<file path="src/verilog/out_sel_consts.svh">
// Constants for the output terminal function selection block
`ifndef OUT_SEL_CONSTS_SVH
`define OUT_SEL_CONSTS_SVH

// Register addresses (word addresses on the plain port)
`define ADDR_RUN_SEL 4'h0
`define ADDR_RELAY_SEL 4'h1
`define ADDR_SAFETY_SEL 4'h2
`define ADDR_REMOTE_OUT 4'h3
`define ADDR_EXT_DISPLAY 4'h4
`define ADDR_STATUS 4'h5
`define ADDR_IRQ_CLEAR 4'h6
`define ADDR_IRQ_ENABLE 4'h7
`define ADDR_TERM_STATE 4'h8

// Reset values
`define RST_RUN_SEL 16'h0000
`define RST_RELAY_SEL 16'h0063
`define RST_SAFETY_SEL 16'h0050
`define RST_REMOTE_OUT 12'h000
`define RST_EXT_DISPLAY 16'h0000

// Function codes
`define CODE_RUN 16'h0000
`define CODE_SAFE1 16'h0050
`define CODE_MONITOR_TWO 16'h0051
`define CODE_MONITOR_TWO_NEG 16'h00b5
`define CODE_FAULT 16'h0063
`define CODE_REMOTE_BLOCKED_RELAY 16'h005d
`define CODE_REMOTE_BLOCKED_RELAY_N 16'h00c1
`define CODE_NONE 16'h270f
`define NEG_OFFSET 16'h0064
`define EXT_DISPLAY_OPEN 16'h0000

// Field positions
`define REMOTE_SAFETY_BIT 0
`define STAT_REJECT_BIT 0
`define STAT_SAFE_FAULT_BIT 1
`define STAT_WIDTH 2

`endif

</file>
<file path="src/verilog/out_sel_pkg.sv">
// Types for the output terminal function selection block
package out_sel_pkg;

  typedef struct packed {
    logic run_term;
    logic relay_term;
    logic safety_term;
  } term_s;

  typedef enum logic [1:0] {
    sel_run,
    sel_relay,
    sel_safety
  } sel_kind_e;

  typedef logic [15:0] code_t;

endpackage : out_sel_pkg

</file>
<file path="src/verilog/output_terminal_function_select.sv">
// Output terminal function selection with safety monitor and remote bit
//
// Design decisions made here: the strobed register port and the address map.
`timescale 1ns/1ns
`include "out_sel_consts.svh"

module output_terminal_function_select
  import out_sel_pkg::*;
(
  // Clock and reset
  input wire logic core_clk_in,
  input wire logic rstn_in,
  // Register port
  input wire logic [3:0] addr_in,
  input wire logic [15:0] wdata_in,
  input wire logic wr_in,
  input wire logic rd_in,
  output logic [15:0] rdata_out,
  // Drive status inputs (pins, synchronised here)
  input wire logic running_in,
  input wire logic fault_in,
  input wire logic safety_fault_in,
  input wire logic safety_monitor_one_in,
  input wire logic [63:0] status_vec_in,
  // Terminals
  output term_s terms_out,
  output logic irq_out
);

  // ****************************************************************
  // Input synchronisers
  // ****************************************************************
  logic [67:0] sync_a;
  logic [67:0] sync_b;

  // Pins are asynchronous to this clock, so two stages before any use
  always_ff @(posedge core_clk_in or negedge rstn_in) begin
    if (!rstn_in) begin
      sync_a <= '0;
      sync_b <= '0;
    end else begin
      sync_a <= {safety_monitor_one_in, safety_fault_in, fault_in,
                 running_in, status_vec_in};
      sync_b <= sync_a;
    end
  end

  logic [63:0] stat_s;
  logic running_s;
  logic fault_s;
  logic safety_fault_s;
  logic safe1_s;
  logic monitor_two;

  assign stat_s = sync_b[63:0];
  assign running_s = sync_b[64];
  assign fault_s = sync_b[65];
  assign safety_fault_s = sync_b[66];
  assign safe1_s = sync_b[67];
  assign monitor_two = ~safety_fault_s;

  // ****************************************************************
  // Code legality
  // ****************************************************************
  // Positive-logic base codes; code_ok still refuses 005d for the relay selector
  function automatic logic base_ok(input code_t c);
    case (c)
      16'h0000,
      16'h0001,
      16'h0003,
      16'h0004,
      16'h0007,
      16'h0008,
      16'h000b,
      16'h000c,
      16'h000d,
      16'h000e,
      16'h000f,
      16'h0010,
      16'h0019,
      16'h001a,
      16'h002e,
      16'h002f,
      16'h0040,
      16'h0046,
      16'h0050,
      16'h0051,
      16'h005a,
      16'h005b,
      16'h005d,
      16'h005f,
      16'h0060,
      16'h0062,
      16'h0063: base_ok = 1'b1;
      default: base_ok = 1'b0;
    endcase
  endfunction : base_ok

  // Negative codes mirror positives at plus 100
  function automatic logic code_ok(input code_t c, input sel_kind_e k);
    logic ok;
    ok = 1'b0;
    if (c == `CODE_NONE) begin
      ok = (k != sel_safety);
    end else if (c < `NEG_OFFSET) begin
      ok = base_ok(c);
    end else if (c < (`NEG_OFFSET + `NEG_OFFSET)) begin
      ok = base_ok(c - `NEG_OFFSET);
    end
    if (k == sel_relay && (c == `CODE_REMOTE_BLOCKED_RELAY ||
        c == `CODE_REMOTE_BLOCKED_RELAY_N)) begin
      ok = 1'b0;
    end
    code_ok = ok;
  endfunction : code_ok

  // ****************************************************************
  // Registers
  // ****************************************************************
  code_t run_terminal_selector;
  code_t relay_terminal_selector;
  code_t safety_terminal_selector;
  logic [11:0] remote_output_word;
  code_t extended_display_setting;
  logic [`STAT_WIDTH-1:0] irq_status;
  logic [`STAT_WIDTH-1:0] irq_enable;

  logic sel_open;
  logic wr_run;
  logic wr_relay;
  logic wr_safety;
  logic run_ok;
  logic relay_ok;
  logic safety_ok;
  logic reject_evt;
  logic wr_remote;
  logic wr_display;
  logic wr_clear;
  logic wr_enable;

  // The display setting stays writable, else the lock could never lift
  assign sel_open = (extended_display_setting == `EXT_DISPLAY_OPEN);
  assign wr_run = wr_in && addr_in == `ADDR_RUN_SEL;
  assign wr_relay = wr_in && addr_in == `ADDR_RELAY_SEL;
  assign wr_safety = wr_in && addr_in == `ADDR_SAFETY_SEL;
  assign wr_remote = wr_in && addr_in == `ADDR_REMOTE_OUT;
  assign wr_display = wr_in && addr_in == `ADDR_EXT_DISPLAY;
  assign wr_clear = wr_in && addr_in == `ADDR_IRQ_CLEAR;
  assign wr_enable = wr_in && addr_in == `ADDR_IRQ_ENABLE;
  assign run_ok = sel_open && code_ok(wdata_in, sel_run);
  assign relay_ok = sel_open && code_ok(wdata_in, sel_relay);
  assign safety_ok = sel_open && code_ok(wdata_in, sel_safety);
  // A refused selector write is reported so software can tell it failed
  assign reject_evt = (wr_run && !run_ok) || (wr_relay && !relay_ok) ||
                      (wr_safety && !safety_ok);

  // ****************************************************************
  // Register storage
  // ****************************************************************

  always_ff @(posedge core_clk_in or negedge rstn_in) begin
    if (!rstn_in) begin
      run_terminal_selector <= `RST_RUN_SEL;
    end else if (wr_run && run_ok) begin
      run_terminal_selector <= wdata_in;
    end
  end

  always_ff @(posedge core_clk_in or negedge rstn_in) begin
    if (!rstn_in) begin
      relay_terminal_selector <= `RST_RELAY_SEL;
    end else if (wr_relay && relay_ok) begin
      relay_terminal_selector <= wdata_in;
    end
  end

  always_ff @(posedge core_clk_in or negedge rstn_in) begin
    if (!rstn_in) begin
      safety_terminal_selector <= `RST_SAFETY_SEL;
    end else if (wr_safety && safety_ok) begin
      safety_terminal_selector <= wdata_in;
    end
  end

  // Only bit 0 has a use; the other bits are kept for read back
  always_ff @(posedge core_clk_in or negedge rstn_in) begin
    if (!rstn_in) begin
      remote_output_word <= `RST_REMOTE_OUT;
    end else if (wr_remote) begin
      remote_output_word <= wdata_in[11:0];
    end
  end

  always_ff @(posedge core_clk_in or negedge rstn_in) begin
    if (!rstn_in) begin
      extended_display_setting <= `RST_EXT_DISPLAY;
    end else if (wr_display) begin
      extended_display_setting <= wdata_in;
    end
  end

  // ****************************************************************
  // Interrupts
  // ****************************************************************
  logic safe_fault_d;
  logic safe_fault_rise;
  logic [`STAT_WIDTH-1:0] irq_set;
  logic [`STAT_WIDTH-1:0] irq_clr;

  always_ff @(posedge core_clk_in or negedge rstn_in) begin
    if (!rstn_in) begin
      safe_fault_d <= 1'b0;
    end else begin
      safe_fault_d <= safety_fault_s;
    end
  end

  // Only the edge counts, so a standing fault does not refire after a clear
  assign safe_fault_rise = safety_fault_s && !safe_fault_d;

  always_comb begin
    irq_set = '0;
    irq_set[`STAT_REJECT_BIT] = reject_evt;
    irq_set[`STAT_SAFE_FAULT_BIT] = safe_fault_rise;
  end

  assign irq_clr = wr_clear ? wdata_in[`STAT_WIDTH-1:0] : '0;

  // Set wins over a clear in the same cycle
  always_ff @(posedge core_clk_in or negedge rstn_in) begin
    if (!rstn_in) begin
      irq_status <= '0;
    end else begin
      irq_status <= (irq_status & ~irq_clr) | irq_set;
    end
  end

  always_ff @(posedge core_clk_in or negedge rstn_in) begin
    if (!rstn_in) begin
      irq_enable <= '0;
    end else if (wr_enable) begin
      irq_enable <= wdata_in[`STAT_WIDTH-1:0];
    end
  end

  assign irq_out = |(irq_status & irq_enable);

  // ****************************************************************
  // Terminal mapping
  // ****************************************************************
  // Picks the signal a code names; unlisted codes below 0040 read the status vector, others give low before negation
  function automatic logic map_code(input code_t c);
    code_t b;
    logic v;
    logic neg;
    neg = (c >= `NEG_OFFSET) && (c != `CODE_NONE);
    b = neg ? code_t'(c - `NEG_OFFSET) : c;
    case (b)
      `CODE_RUN: v = running_s;
      `CODE_FAULT: v = fault_s;
      `CODE_SAFE1: v = safe1_s;
      `CODE_MONITOR_TWO: v = monitor_two;
      `CODE_NONE: v = 1'b0;
      // Drive functions that live outside this block read as off
      16'h0040,
      16'h0046,
      16'h005a,
      16'h005b,
      16'h005d,
      16'h005f,
      16'h0060,
      16'h0062: v = 1'b0;
      default: v = (b < 16'h0040) ? stat_s[b[5:0]] : 1'b0;
    endcase
    map_code = neg ? ~v : v;
  endfunction : map_code

  term_s next_terms;
  code_t sel_code [3];
  logic mapped [3];

  // Selector codes in the bit order of the packed terminal struct
  assign sel_code[2] = run_terminal_selector;
  assign sel_code[1] = relay_terminal_selector;
  assign sel_code[0] = safety_terminal_selector;

  // One mapper per terminal; each reads live status, hence always_comb
  for (genvar t = 0; t < 3; t++) begin : g_term
    always_comb begin
      mapped[t] = map_code(sel_code[t]);
    end
  end

  always_comb begin
    next_terms.run_term = mapped[2];
    next_terms.relay_term = mapped[1];
    // Remote bit is ORed with the selected safety function, forcing the terminal high when set
    next_terms.safety_term = mapped[0] |
                             remote_output_word[`REMOTE_SAFETY_BIT];
  end

  always_ff @(posedge core_clk_in or negedge rstn_in) begin
    if (!rstn_in) begin
      terms_out <= '0;
    end else begin
      terms_out <= next_terms;
    end
  end

  // ****************************************************************
  // Read port
  // ****************************************************************
  always_ff @(posedge core_clk_in or negedge rstn_in) begin
    if (!rstn_in) begin
      rdata_out <= '0;
    end else if (rd_in) begin
      case (addr_in)
        `ADDR_RUN_SEL: rdata_out <= run_terminal_selector;
        `ADDR_RELAY_SEL: rdata_out <= relay_terminal_selector;
        `ADDR_SAFETY_SEL: rdata_out <= safety_terminal_selector;
        `ADDR_REMOTE_OUT: rdata_out <= {4'h0, remote_output_word};
        `ADDR_EXT_DISPLAY: rdata_out <= extended_display_setting;
        `ADDR_STATUS: rdata_out <= {14'h0000, irq_status};
        `ADDR_IRQ_ENABLE: rdata_out <= {14'h0000, irq_enable};
        `ADDR_TERM_STATE: rdata_out <= {13'h0000, terms_out};
        default: rdata_out <= 16'h0000;
      endcase
    end else begin
      rdata_out <= 16'h0000;
    end
  end

endmodule : output_terminal_function_select

</file>
<file path="config.mk">
export PLATFORM = sky130hd
export DESIGN_NAME = output_terminal_function_select
export DESIGN_NICKNAME = d
export VERILOG_FILES = /design/src/verilog/out_sel_pkg.sv /design/src/verilog/output_terminal_function_select.sv
export VERILOG_INCLUDE_DIRS = /design/src /design/src/verilog
export SDC_FILE = /design/constraint.sdc
export NUM_CORES = 1
export LEC_CHECK = 0
export BUFFER_PORTS_ARGS = -buffer_cell sky130_fd_sc_hd__buf_4
export CORE_MARGIN = 3
export CORE_UTILIZATION = 60
export DETAILED_ROUTE_END_ITERATION = 10
export GPL_ROUTABILITY_DRIVEN = 0
export PLACE_DENSITY = 0.8
export SETUP_SLACK_MARGIN = 0.1
export SYNTH_ARGS = -nofsm -noshare
export SYNTH_HDL_FRONTEND = slang
export SYNTH_SLANG_ARGS = --single-unit
</file>
<file path="constraint.sdc">
create_clock -name core_clk_in -period 9.8 [get_ports core_clk_in]
set_input_delay 2.94 -clock core_clk_in [delete_from_list [all_inputs] [get_ports core_clk_in]]
set_output_delay 2.94 -clock core_clk_in [all_outputs]
set_load 0.01 [all_outputs]
</file>
# Word level (Yosys, flattened, before mapping)
# Memories as Yosys holds them, arrays and structs flattened.
# Cells that the tools add are included.
# Widths: inputs -> output; s select.
# totals
out_inout_bits,20
ff_bits,236
n_memories,6
mem_bits_ro,768
elab_cells,169
# mem_list
memory,words,word_bits,rd,rd_ports_with_merged_regs,write_ports,line,text
(name not given),128,1,1,0,0,output_terminal_function_select.sv:67,case (c)
(name not given),128,1,1,0,0,output_terminal_function_select.sv:67,
(name not given),128,1,1,0,0,output_terminal_function_select.sv:67,
(name not given),128,1,1,0,0,output_terminal_function_select.sv:67,
(name not given),128,1,1,0,0,output_terminal_function_select.sv:67,
(name not given),128,1,1,0,0,output_terminal_function_select.sv:67,
# classes
n_bitwise,9
magnitude_cmp,11
addsub,4
muxes,37
n_reduce_logical,38
n_eq_ne,50
# op_table
cell,count
$eq 16x7->1 const B,34
$pmux 16 s8,1
$eq 16x14->1 const B,4
$logic_not 16->1,4
$lt 16x7->1 const B,4
$mux 16,4
$sub 16x7->16 const B,4
$ge 16x7->1 const B,3
$ne 16x14->1 const B,3
$reduce_or 9->1,3
$mux 1,25
$lt 6x7->1 const B,3
$logic_and 1x1->1,20
$bmux 1 s6,3
$logic_not 9->1,2
$eq 16x8->1 const B,1
$eq 4x3->1 const B,4
$lt 16x8->1 const B,1
$pmux 1 s5,3
$eq 4x2->1 const B,2
$and 2x2->2,2
$eq 4x1->1 const B,1
$eq 4x4->1 const B,1
$logic_not 1->1,4
8 further kinds,13

# Logic depth before layout (Yosys ltp)
# Gate-level depths: netlist (run 1).
# depth
ltp_word,13
ltp_mapped,15
depth_no_buf,12

# Least setup slack after synthesis (run 1)
# OpenSTA, ideal clock, no wires.
# synth_path
path_type,input -> register
from,input port wdata_in[2]
to,register relay_terminal_selector[10]
setup_ns,0.125
stages,13
required_ns,9.675
path_slack_ns,3.739
arrival_ns,5.936
n_path_buf,2
cell_sequence,clkbuf_1 clkinv_1 ha_1 xnor2_1 a22oi_1 a211o_1 a22oi_1 o31ai_1 o21ai_0 a21oi_1 nor3_2 buf_2 mux2_2
# synth_between
elab_chain_len,9
word_cells_on_any_way,18
classes_between,add/sub (1); order compare (2); eq/ne (3); mux (6); reduce/logical (4); memory (2)
# synth_lines
item,line,text
from (decl),output_terminal_function_select.sv:15,"input wire logic [15:0] wdata_in,"
$sub 16x7->16 (no source line),-,
$mem_v2 128x1 / $logic_not 9->1 (equally long branches),-,
$mux 1,output_terminal_function_select.sv:67,
$mux 1,output_terminal_function_select.sv:107,end else if (c < (`NEG_OFFSET + `NEG_OFFSET)) begin
$mux 1,output_terminal_function_select.sv:105,end else if (c < `NEG_OFFSET) begin
$mux 1,output_terminal_function_select.sv:103,if (c == `CODE_NONE) begin
$mux 1 (*),output_terminal_function_select.sv:110,if (k == sel_relay && (c == `CODE_REMOTE_BLOCKED_RELAY ||
$logic_and 1x1->1 (*),output_terminal_function_select.sv:151,"assign relay_ok = sel_open && code_ok(wdata_in, sel_relay);"
$logic_and 1x1->1 (*),output_terminal_function_select.sv:172,end else if (wr_relay && relay_ok) begin
to (signal assigned),output_terminal_function_select.sv:171,relay_terminal_selector <= `RST_RELAY_SEL;
to (signal assigned),output_terminal_function_select.sv:173,relay_terminal_selector <= wdata_in;
to (decl),output_terminal_function_select.sv:121,code_t relay_terminal_selector;
# Mark *: on every way between the ends. The rest lies on a longest branch, timed or not.
# A chain may end at the register's enable or synchronous reset.

# Worst setup path in the final report (run 1)
# layout_path
from,input port wdata_in[2]
to,register relay_terminal_selector[7]
# The elaborated chain is that of the path after synthesis.

==> results of run 1 <==
==> stage by stage <==
step,cells,total power (uW),hold WS [ns],area [um^2]
3_5_place_dp,1354,1260,0.335,13100
4_1_cts,1394,2150,0.345,13900
5_1_grt,1394,2210,0.350,13900
3_3_place_gp,1354,1250,0.333,13100
6_report,1394,2130,0.337,13900
2_1_floorplan,1043,1170,0.331,12200
==> power groups by stage <==
stage / logic [uW] / clock network, uW / registers [uW]
global placement: 166 / 0 / 1090
CTS: 171 / 899 / 1080
detailed placement: 170 / 0 / 1090
floorplan: 91.7 / 0 / 1080
global route: 188 / 939 / 1080
finish: 170 / 883 / 1080
==> synthesized netlist by cell type (18+ instances only) <==
cell      count
nor2b_1      27
nand3_1      18
nor2_1       45
o21ai_0      51
mux4_2       59
nor3_1       29
dfrtp_1     230
mux2i_1      41
a21oi_1      36
a22oi_1      20
inv_1        25
nand2_1      74
clkbuf_1     59
a31oi_1      19
mux2_2       47
==> area by class of cell <==
cell class              instances  area [um^2]  share of cell area, %
clock inverters                 8         82.6                  0.594
well taps                     265          332                   2.38
clock buffers                  32          682                   4.90
repair buffers                121          916                   6.58
flip-flops and latches        236         5910                   42.5
inverters                      30          113                  0.809
multi-input cells             702         5870                   42.2
==> sequential cells by signal, summed over array words and instances, names as in the netlist <==
register,flops
safe_fault_d,1
irq_enable,2
terms_out,3
sync_a,68
safety_terminal_selector,16
remote_output_word,12
run_terminal_selector,16
rdata_out,16
relay_terminal_selector,16
irq_status,2
extended_display_setting,16
sync_b,68
==> per-layer routing <==
| metal | share of wire, % | up-vias | global-route usage, % |
|---|---|---|---|
| li1 | - | 4081 | - |
| met1 | 39 | 4496 | 38.7 |
| met2 | 48 | 530 | 45.7 |
| met3 | 8.5 | 86 | 4.63 |
| met4 | 4.2 | 0 | 11.4 |
| met5 | 0 | - | 0 |
==> worst paths after layout <==
check	endpoint	start	slack (ns)	cells after the start
worst min-delay path	sync_b[58]	sync_a[58]	0.34	0
worst min register to register	sync_b[58]	sync_a[58]	0.34	0
worst max register to register	terms_out[2]	run_terminal_selector[3]	5.18	12
worst max-delay path	relay_terminal_selector[7]	wdata_in[2]	3.44	13
min in group asynchronous	extended_display_setting[8]	rstn_in	2.45	1
max in group asynchronous	sync_b[0]	rstn_in	5.91	2
==> kinds of logic after synthesis <==
logic type / after synthesis / share of synthesized area (%)
AOI/OAI and AO/OA: 218 / 12.2
xor gates and xnor gates: 25 / 2.10
adders and majority gates: 17 / 1.74
buffers and inverters: 105 / 3.41
DFF: 236 / 48.5
muxes: 148 / 18.8
and+or+nand+nor: 294 / 13.2
==> critical path, delay by kind of cell <==
kind            cells  cell delay [ns]
compound gates      5             0.74
xor+xnor            1             0.51
fa+ha+maj           1             0.35
buf+inv             2             0.49
mux                 2             0.58
simple gates        2             1.15
==> impl_metrics.toml, run 1 <==
[clock_network]
cts.reportedPaths.clkPinSlew_ns = 0.06
root_buffer = "clkbuf_16"
hold_buffers = 0
cts_buffers = 24
clock_sinks = 236
clk_path_buf_depth = 3
ctsHtreeMaxLevel = 1
post_cts_buffers = 0
cts_tree = "built"
ctsResizeCount = 0
clk_latency_ns = 0.52

[timing]
rsz0062_at_grt = "false"
tns_ns = 0
max_slew_margin_pct = 20.6
slew_viol_final = 0
setup_viol = 0
period_needed_ns = 6.36
fin_crit_sh_pct = 64.9
worst_pin_slew_ns = 1.18
layout_setup_ws_ns = 3.44
fmax_ghz = 0.157
hold_viol = 0
finalClockSkew_ns = 0.0201

[logic_synthesis]
synth_area_leaders = "dfrtp_1, mux4_2, mux2_2"
synth-seq-area-share_pct = 48.5
synth_edf_count = 0
async_reset_ff_share_pct = 100
syn_nets = 1152
syn_avg_cell_area_um2 = 11.7
synth_top_area_cell = "dfrtp_1"
ys_ff_latch = 236
synth_top_area_share_pct = 47.2
synth_warnings = 0
synth_area_um2 = 12200
synthCells = 1043
ys.flop_type = "dfrtp_1"
synth.distinct_cells = 83

[global_routing]
grt_usage_pct = 28.2
grt_max_degree = 94
first_global_vias = 8979
grt_pass1_wl_um = 49000
gr-total-overflow = 0
antenna_found_initial = 0

[cells_and_area]
layout.nets = 1224
drive_gt1_share_pct = 25.9
diodes = 0
fin_util_pct = 70.6
mostFrequentLayoutCells = "dfrtp_1, buf_4, nand2_1"
final_common_cell = "dfrtp_1"
areaGrowthSynthToFinish_pct = 14.1
fillCellCount = 1414

[route]
drt-total-wl_um = 31000
wl_per_cell_um = 22.3
ant_nets = 0
drt-initial-drc-count = 849
viasPerCell = 6.59
drc = 0
via_count = 9193
drt_first_pass_iters = 7

[setup_path]
crit_path_end_kind = "register"
cp.arrival_ns = 6.77
critPathMaxFanout = 18
critPathSlowestCell = "nor3_2"
path_cells = "buf_4 -> clkinv_1 -> ha_1 -> xnor2_1 -> o211ai_1 -> o41ai_1 -> mux2i_1 -> nor3_1 -> o31ai_1 -> o21ai_0 -> a21oi_1 -> nor3_2 -> mux2_2"
cp_slowest_stage_delay_ns = 0.95
crit_type = "input pin to register"
startpoint_type = "input pin"
required_ns = 10.20

[power]
clkPwrFrac_pct = 41.4
comb_power_share_pct = 8.0
p_per_area_nw_per_um2 = 153
leakagePower_uw = 0.00581
vdd_drop_max_mv = 0.153
swShare_pct = 23.3
seq_power_share_pct = 50.6
switching_power_uw = 497
internal_power_uw = 1630

[status]
status = "finished, final reports clean"

[hold_path]
hold_class = "register to register"

[placement]
port_buffers = 111
place_ws_ns = 3.02
hpwlAfterDp_um = 21700

[floorplanning]
rows = 51
die_x_um = 149
coreArea_um2 = 19700
fp.dieH_um = 149
io_pins = 112
dieArea_um2 = 22100
initial_core_util_pct = 61.8

[flow_run]
drv_cap = 0
No activity file was read; power rests on OpenSTA's default activity.
==> inputs of run 2 (changes only) <==
--- a/config.mk
+++ b/config.mk
@@ -6,6 +6,7 @@
 export SDC_FILE = /design/constraint.sdc
 export NUM_CORES = 1
 export LEC_CHECK = 0
+export ABC_AREA = 1
 export BUFFER_PORTS_ARGS = -buffer_cell sky130_fd_sc_hd__buf_4
 export CORE_MARGIN = 3
 export CORE_UTILIZATION = 60
==> constraint.sdc (replaced) <==
create_clock -name core_clk_in -period 5.9 [get_ports core_clk_in]
set_input_delay 1.77 -clock core_clk_in [delete_from_list [all_inputs] [get_ports core_clk_in]]
set_output_delay 1.77 -clock core_clk_in [all_outputs]
set_load 0.01 [all_outputs]
==> run 2 against run 1 <==
Die area up 2.6%. Flip-flop and latch count unchanged. Highest routed layer unchanged. Synthesized cell count up 57%. Utilization down 0.20 points. Routed wire length up 16%. Synthesized area up 2.7%. Non-clock buffer count down 7. Sequential power up 66%. Sequential share of layout area down 1.2 points. Design area up 3.0%. Worst setup slack worse by 1.8 ns. Cell count up 44%.
==> impl_metrics.toml, run 2 <==
[clock_network]
hold_buffers = 0
clock_sinks = 236
root_buffer = "clkbuf_16"
post_cts_buffers = 0
cts_buffers = 24
cts_tree = "built"
cts.reportedPaths.clkPinSlew_ns = 0.06
clk_path_buf_depth = 3
ctsHtreeMaxLevel = 1
clk_latency_ns = 0.52
ctsResizeCount = 0

[timing]
fin_crit_sh_pct = 72.0
finalClockSkew_ns = 0.0175
slew_viol_final = 0
fmax_ghz = 0.235
max_slew_margin_pct = 32.5
period_needed_ns = 4.25
hold_viol = 0
whs_ns = 0.346
tns_ns = 0
rsz0062_at_grt = "false"
worst_pin_slew_ns = 1.01
setup_viol = 0

[global_routing]
grt.met1_usage_pct = 45.7
grt_usage_pct = 31.9
first_global_vias = 11287
grt_max_degree = 131
gr-total-overflow = 0
busiest_layer = "met2"
grtUsageMet2_pct = 49.0
grt_pass1_wl_um = 57600
use_met3_pct = 8.49
antenna_found_initial = 0

[logic_synthesis]
synth-seq-area-share_pct = 47.2
synth_area_um2 = 12500
yosysMostFrequentCell = "nand2_1"
synth_edf_count = 0
synth_common_cells = "nand2_1, dfrtp_1, nor2_1"
synth_top_area_cell = "dfrtp_1"
async_reset_ff_share_pct = 100
syn_nets = 1742
syn_avg_cell_area_um2 = 7.67
synth_warnings = 0
synth_top_area_share_pct = 46.0
synth.distinct_cells = 48
ys_ff_latch = 236
ys.flop_type = "dfrtp_1"
synthCells = 1633
synth_area_leaders = "dfrtp_1, nand2_1, nor2_1"

[power]
vdd_drop_max_mv = 0.276
comb_power_share_pct = 7.3
power_uw = 3610
p_per_area_nw_per_um2 = 252
leakagePower_uw = 0.00726
switching_power_uw = 846
clkPwrFrac_pct = 43.2
internal_power_uw = 2760
seq_power_share_pct = 49.5
swShare_pct = 23.4

[floorplanning]
rows = 52
dieArea_um2 = 22600
io_pins = 112
coreArea_um2 = 20400
die_x_um = 150
fp.dieH_um = 150
initial_core_util_pct = 61.5

[setup_path]
crit_type = "input pin to register"
crit_path_end_kind = "register"
startpoint_type = "input pin"
ff2ff_path_depth = 19
critPathMaxFanout = 24
cp.arrival_ns = 4.66
required_ns = 6.31

[cells_and_area]
top_regs = "sync_a (68), sync_b (68)"
diodes = 0
mostFrequentLayoutCells = "nand2_1, dfrtp_1, nor2_1"
layout.nets = 1832
multi_input_area_um2 = 5730
seqCellArea_um2 = 5910
fin_util_pct = 70.4
fillCellCount = 1656
areaGrowthSynthToFinish_pct = 14.4
drive_gt1_share_pct = 12.9
final_common_cell = "nand2_1"
design_area_um2 = 14300

[route]
wl_per_cell_um = 17.9
via_count = 12089
drt-total-wl_um = 36000
viasPerCell = 6.01
drt-initial-drc-count = 1824
drc = 0
ant_nets = 0
drt_first_pass_iters = 7

[hold_path]
holdPathStages = 0
hold_class = "register to register"

[status]
status = "finished, final reports clean"

[placement]
place_area_um2 = 13500
hpwlAfterDp_um = 25900
port_buffers = 111

[flow_run]
drv_cap = 0
[run 2: per-layer routing]
layer | share of wire, % | wire length [um]
met5 | 0 | 0
met4 | 2.5 | 906
met3 | 13 | 4580
met2 | 44 | 15900
met1 | 41 | 14600
[run 2: cell type report]
cell class	instances	share of cell area, %
repair buffers	114	6.11
clock buffers	33	4.71
flip-flops and latches	236	41.3
well taps	270	2.36
inverters	171	4.51
multi-input cells	1176	40.0
clock inverters	10	1.07
[run 2: cell families (layout without fill, tap and decap cells)]
| group | after synthesis | count (layout) | share of synthesized area, % |
|---|---|---|---|
| mux | 2 | 2 | 0.180 |
| fa+ha+maj | 17 | 17 | 1.70 |
| xor+xnor | 17 | 17 | 1.19 |
| compound gates | 252 | 252 | 12.2 |
| simple gates | 888 | 888 | 30.5 |
| flops | 236 | 236 | 47.2 |
| buf+inv | 221 | 328 | 7.03 |
[run 2: final timing paths]
path / start / endpoint / slack [ns]
worst min-delay path: sync_a[15] / sync_b[15] / 0.35
min in group asynchronous: rstn_in / rdata_out[13] / 1.29
worst max-delay path: wdata_in[2] / safety_terminal_selector[4] / 1.65
max in group asynchronous: rstn_in / sync_b[5] / 3.47
worst min register to register: sync_a[15] / sync_b[15] / 0.35
worst max register to register: run_terminal_selector[0] / terms_out[2] / 2.38
[run 2: stage by stage]
| stage | cells | setup WS (ns) |
|---|---|---|
| 6_report | 2010 | 1.65 |
| 5_1_grt | 2010 | 1.26 |
| 4_1_cts | 2010 | 1.72 |
| 3_5_place_dp | 1967 | 1.20 |
| 3_3_place_gp | 1967 | 1.33 |
| 2_1_floorplan | 1633 | 1.94 |
[run 2: critical path, cell delays in order]
cell	delay (ns)
buf_4	0.16
inv_1	0.37
ha_1	0.27
xnor2_1	0.18
inv_1	0.13
o21ai_0	0.10
o21ai_0	0.12
o21ai_0	0.20
o2111ai_1	0.13
o21ai_1	0.20
nand3_1	0.58
o21ai_0	0.44
[run 2: power by group through the flow]
stage | clock, uW | sequential, uW | combinational (uW)
floorplan | 0 | 1780 | 124
global placement | 0 | 1810 | 252
detailed placement | 0 | 1810 | 258
CTS | 1590 | 1780 | 261
global route | 1650 | 1790 | 294
finish | 1560 | 1790 | 263
==> inputs of run 3 (changes only) <==
--- a/config.mk
+++ b/config.mk
@@ -6,7 +6,7 @@
 export SDC_FILE = /design/constraint.sdc
 export NUM_CORES = 1
 export LEC_CHECK = 0
-export ABC_AREA = 1
+export ABC_AREA = 0
 export BUFFER_PORTS_ARGS = -buffer_cell sky130_fd_sc_hd__buf_4
 export CORE_MARGIN = 3
 export CORE_UTILIZATION = 60
==> constraint.sdc (replaced) <==
create_clock -name core_clk_in -period 4.4 [get_ports core_clk_in]
set_input_delay 1.32 -clock core_clk_in [delete_from_list [all_inputs] [get_ports core_clk_in]]
set_output_delay 1.32 -clock core_clk_in [all_outputs]
set_load 0.01 [all_outputs]
==> run 3 against run 2 <==
Power is 39% higher. Cell count shrank 29%. Routed wire length is 11% lower. Clock power grew 42%.
==> impl_metrics.toml, run 3 (synthesis gave the netlist of run 1 again) <==
[status]
status = "finished, final reports clean"

[route]
wl_per_cell_um = 22.4
drt-total-wl_um = 31900
viasPerCell = 6.69
drt_first_pass_iters = 7
drt-initial-drc-count = 966
via_count = 9531
ant_nets = 0
drc = 0

[setup_path]
cp.arrival_ns = 4.42
rr_startpoint = "run_terminal_selector[12]"
crit_path_start = "wdata_in[2]"
critPathMaxFanout = 16
crit_path_end_kind = "register"
required_ns = 4.80
startpoint_type = "input pin"
crit_type = "input pin to register"

[placement]
place_area_um2 = 13400
place_ws_ns = -0.172
port_buffers = 111
hpwlAfterDp_um = 22000

[floorplanning]
io_pins = 112
coreArea_um2 = 19700
fp.dieH_um = 149
rows = 51
initial_core_util_pct = 61.8
dieArea_um2 = 22100
die_x_um = 149

[clock_network]
clock_sinks = 236
post_cts_buffers = 0
cts_tree = "built"
root_buffer = "clkbuf_16"
cts.reportedPaths.clkPinSlew_ns = 0.06
clk_latency_ns = 0.52
cts_buffers = 24
ctsHtreeMaxLevel = 1
clk_path_buf_depth = 3

[power]
leakagePower_uw = 0.00601
power_uw = 5010
vdd_drop_max_mv = 0.422
p_per_area_nw_per_um2 = 352

[cells_and_area]
drive_gt1_share_pct = 28.2
top_regs = "sync_a (68), sync_b (68)"
design_area_um2 = 14300
final_common_cell = "dfrtp_1"
fin_util_pct = 72.3
diodes = 0
mostFrequentLayoutCells = "dfrtp_1, buf_4, nand2_1"
areaGrowthSynthToFinish_pct = 17.0
layout.nets = 1251

[global_routing]
first_global_vias = 9455
grt_max_degree = 94
grt_pass1_wl_um = 50800
gr-total-overflow = 0
grt_usage_pct = 29.2
antenna_found_initial = 1

[flow_run]
drv_cap = 0

[timing]
fin_crit_sh_pct = 91.3
period_needed_ns = 4.02
hold_viol = 0
max_slew_margin_pct = 39.8
worst_pin_slew_ns = 0.902
layout_setup_ws_ns = 0.381
fmax_ghz = 0.249
slew_viol_final = 0
rsz0062_at_grt = "false"
finalClockSkew_ns = 0.0139
setup_viol = 0
whs_ns = 0.347

[hold_path]
hp-start = "sync_a[16]"
hold_class = "register to register"
## run 3: worst paths after layout
kind                            cells past startpoint  slack [ns]                           to
min in group asynchronous                           1        0.82  relay_terminal_selector[11]
worst max-delay path                               13        0.38     run_terminal_selector[4]
worst min-delay path                                0        0.35                   sync_b[16]
worst max register to register                     11        0.71                 terms_out[2]
worst min register to register                      0        0.35                   sync_b[16]
max in group asynchronous                           2        2.71   relay_terminal_selector[1]
## run 3: critical path, stage by stage
cell and delay [ns]:
buf_4 0.09, clkinv_1 0.09, ha_1 0.25, xnor2_2 0.36, a22oi_1 0.19, a211o_1 0.31
a22oi_1 0.18, o31ai_1 0.09, o21ai_0 0.10, a21oi_1 0.14, buf_4 0.17, nor2_2 0.70
mux2_2 0.42
## run 3: timing repair
item	in CTS	in global routing
hold buffers	0	0
endpoints found under the setup margin	0	10
gates resized for setup	0	1
## run 3: report_power, final
part	internal, uW	switching [uW]
logic	201	200
clock network	1360	848
registers	2300	99.6
total	3870	1150
## run 3: final cells by class
type                    instances  area (um^2)
fillers                      1340         5460
inverters                      30          113
clock inverters                12          180
repair buffers                148         1130
multi-input cells             702         5890
well taps                     265          332
clock buffers                  31          698
flip-flops and latches        236         5910
## run 3: metrics by stage
| stage | setup TNS [ns] | std cells |
|---|---|---|
| floorplan | 0 | 1043 |
| global placement | -1.14 | 1381 |
| detailed placement | -1.93 | 1381 |
| CTS | 0 | 1424 |
| global route | 0 | 1424 |
| finish | 0 | 1424 |
## run 3: layer usage
layer	global-route usage, %	part of all wire [%]
met5	0	0.025
met4	13.6	5.2
met3	5.27	9.3
met2	48.4	48
met1	37.9	37
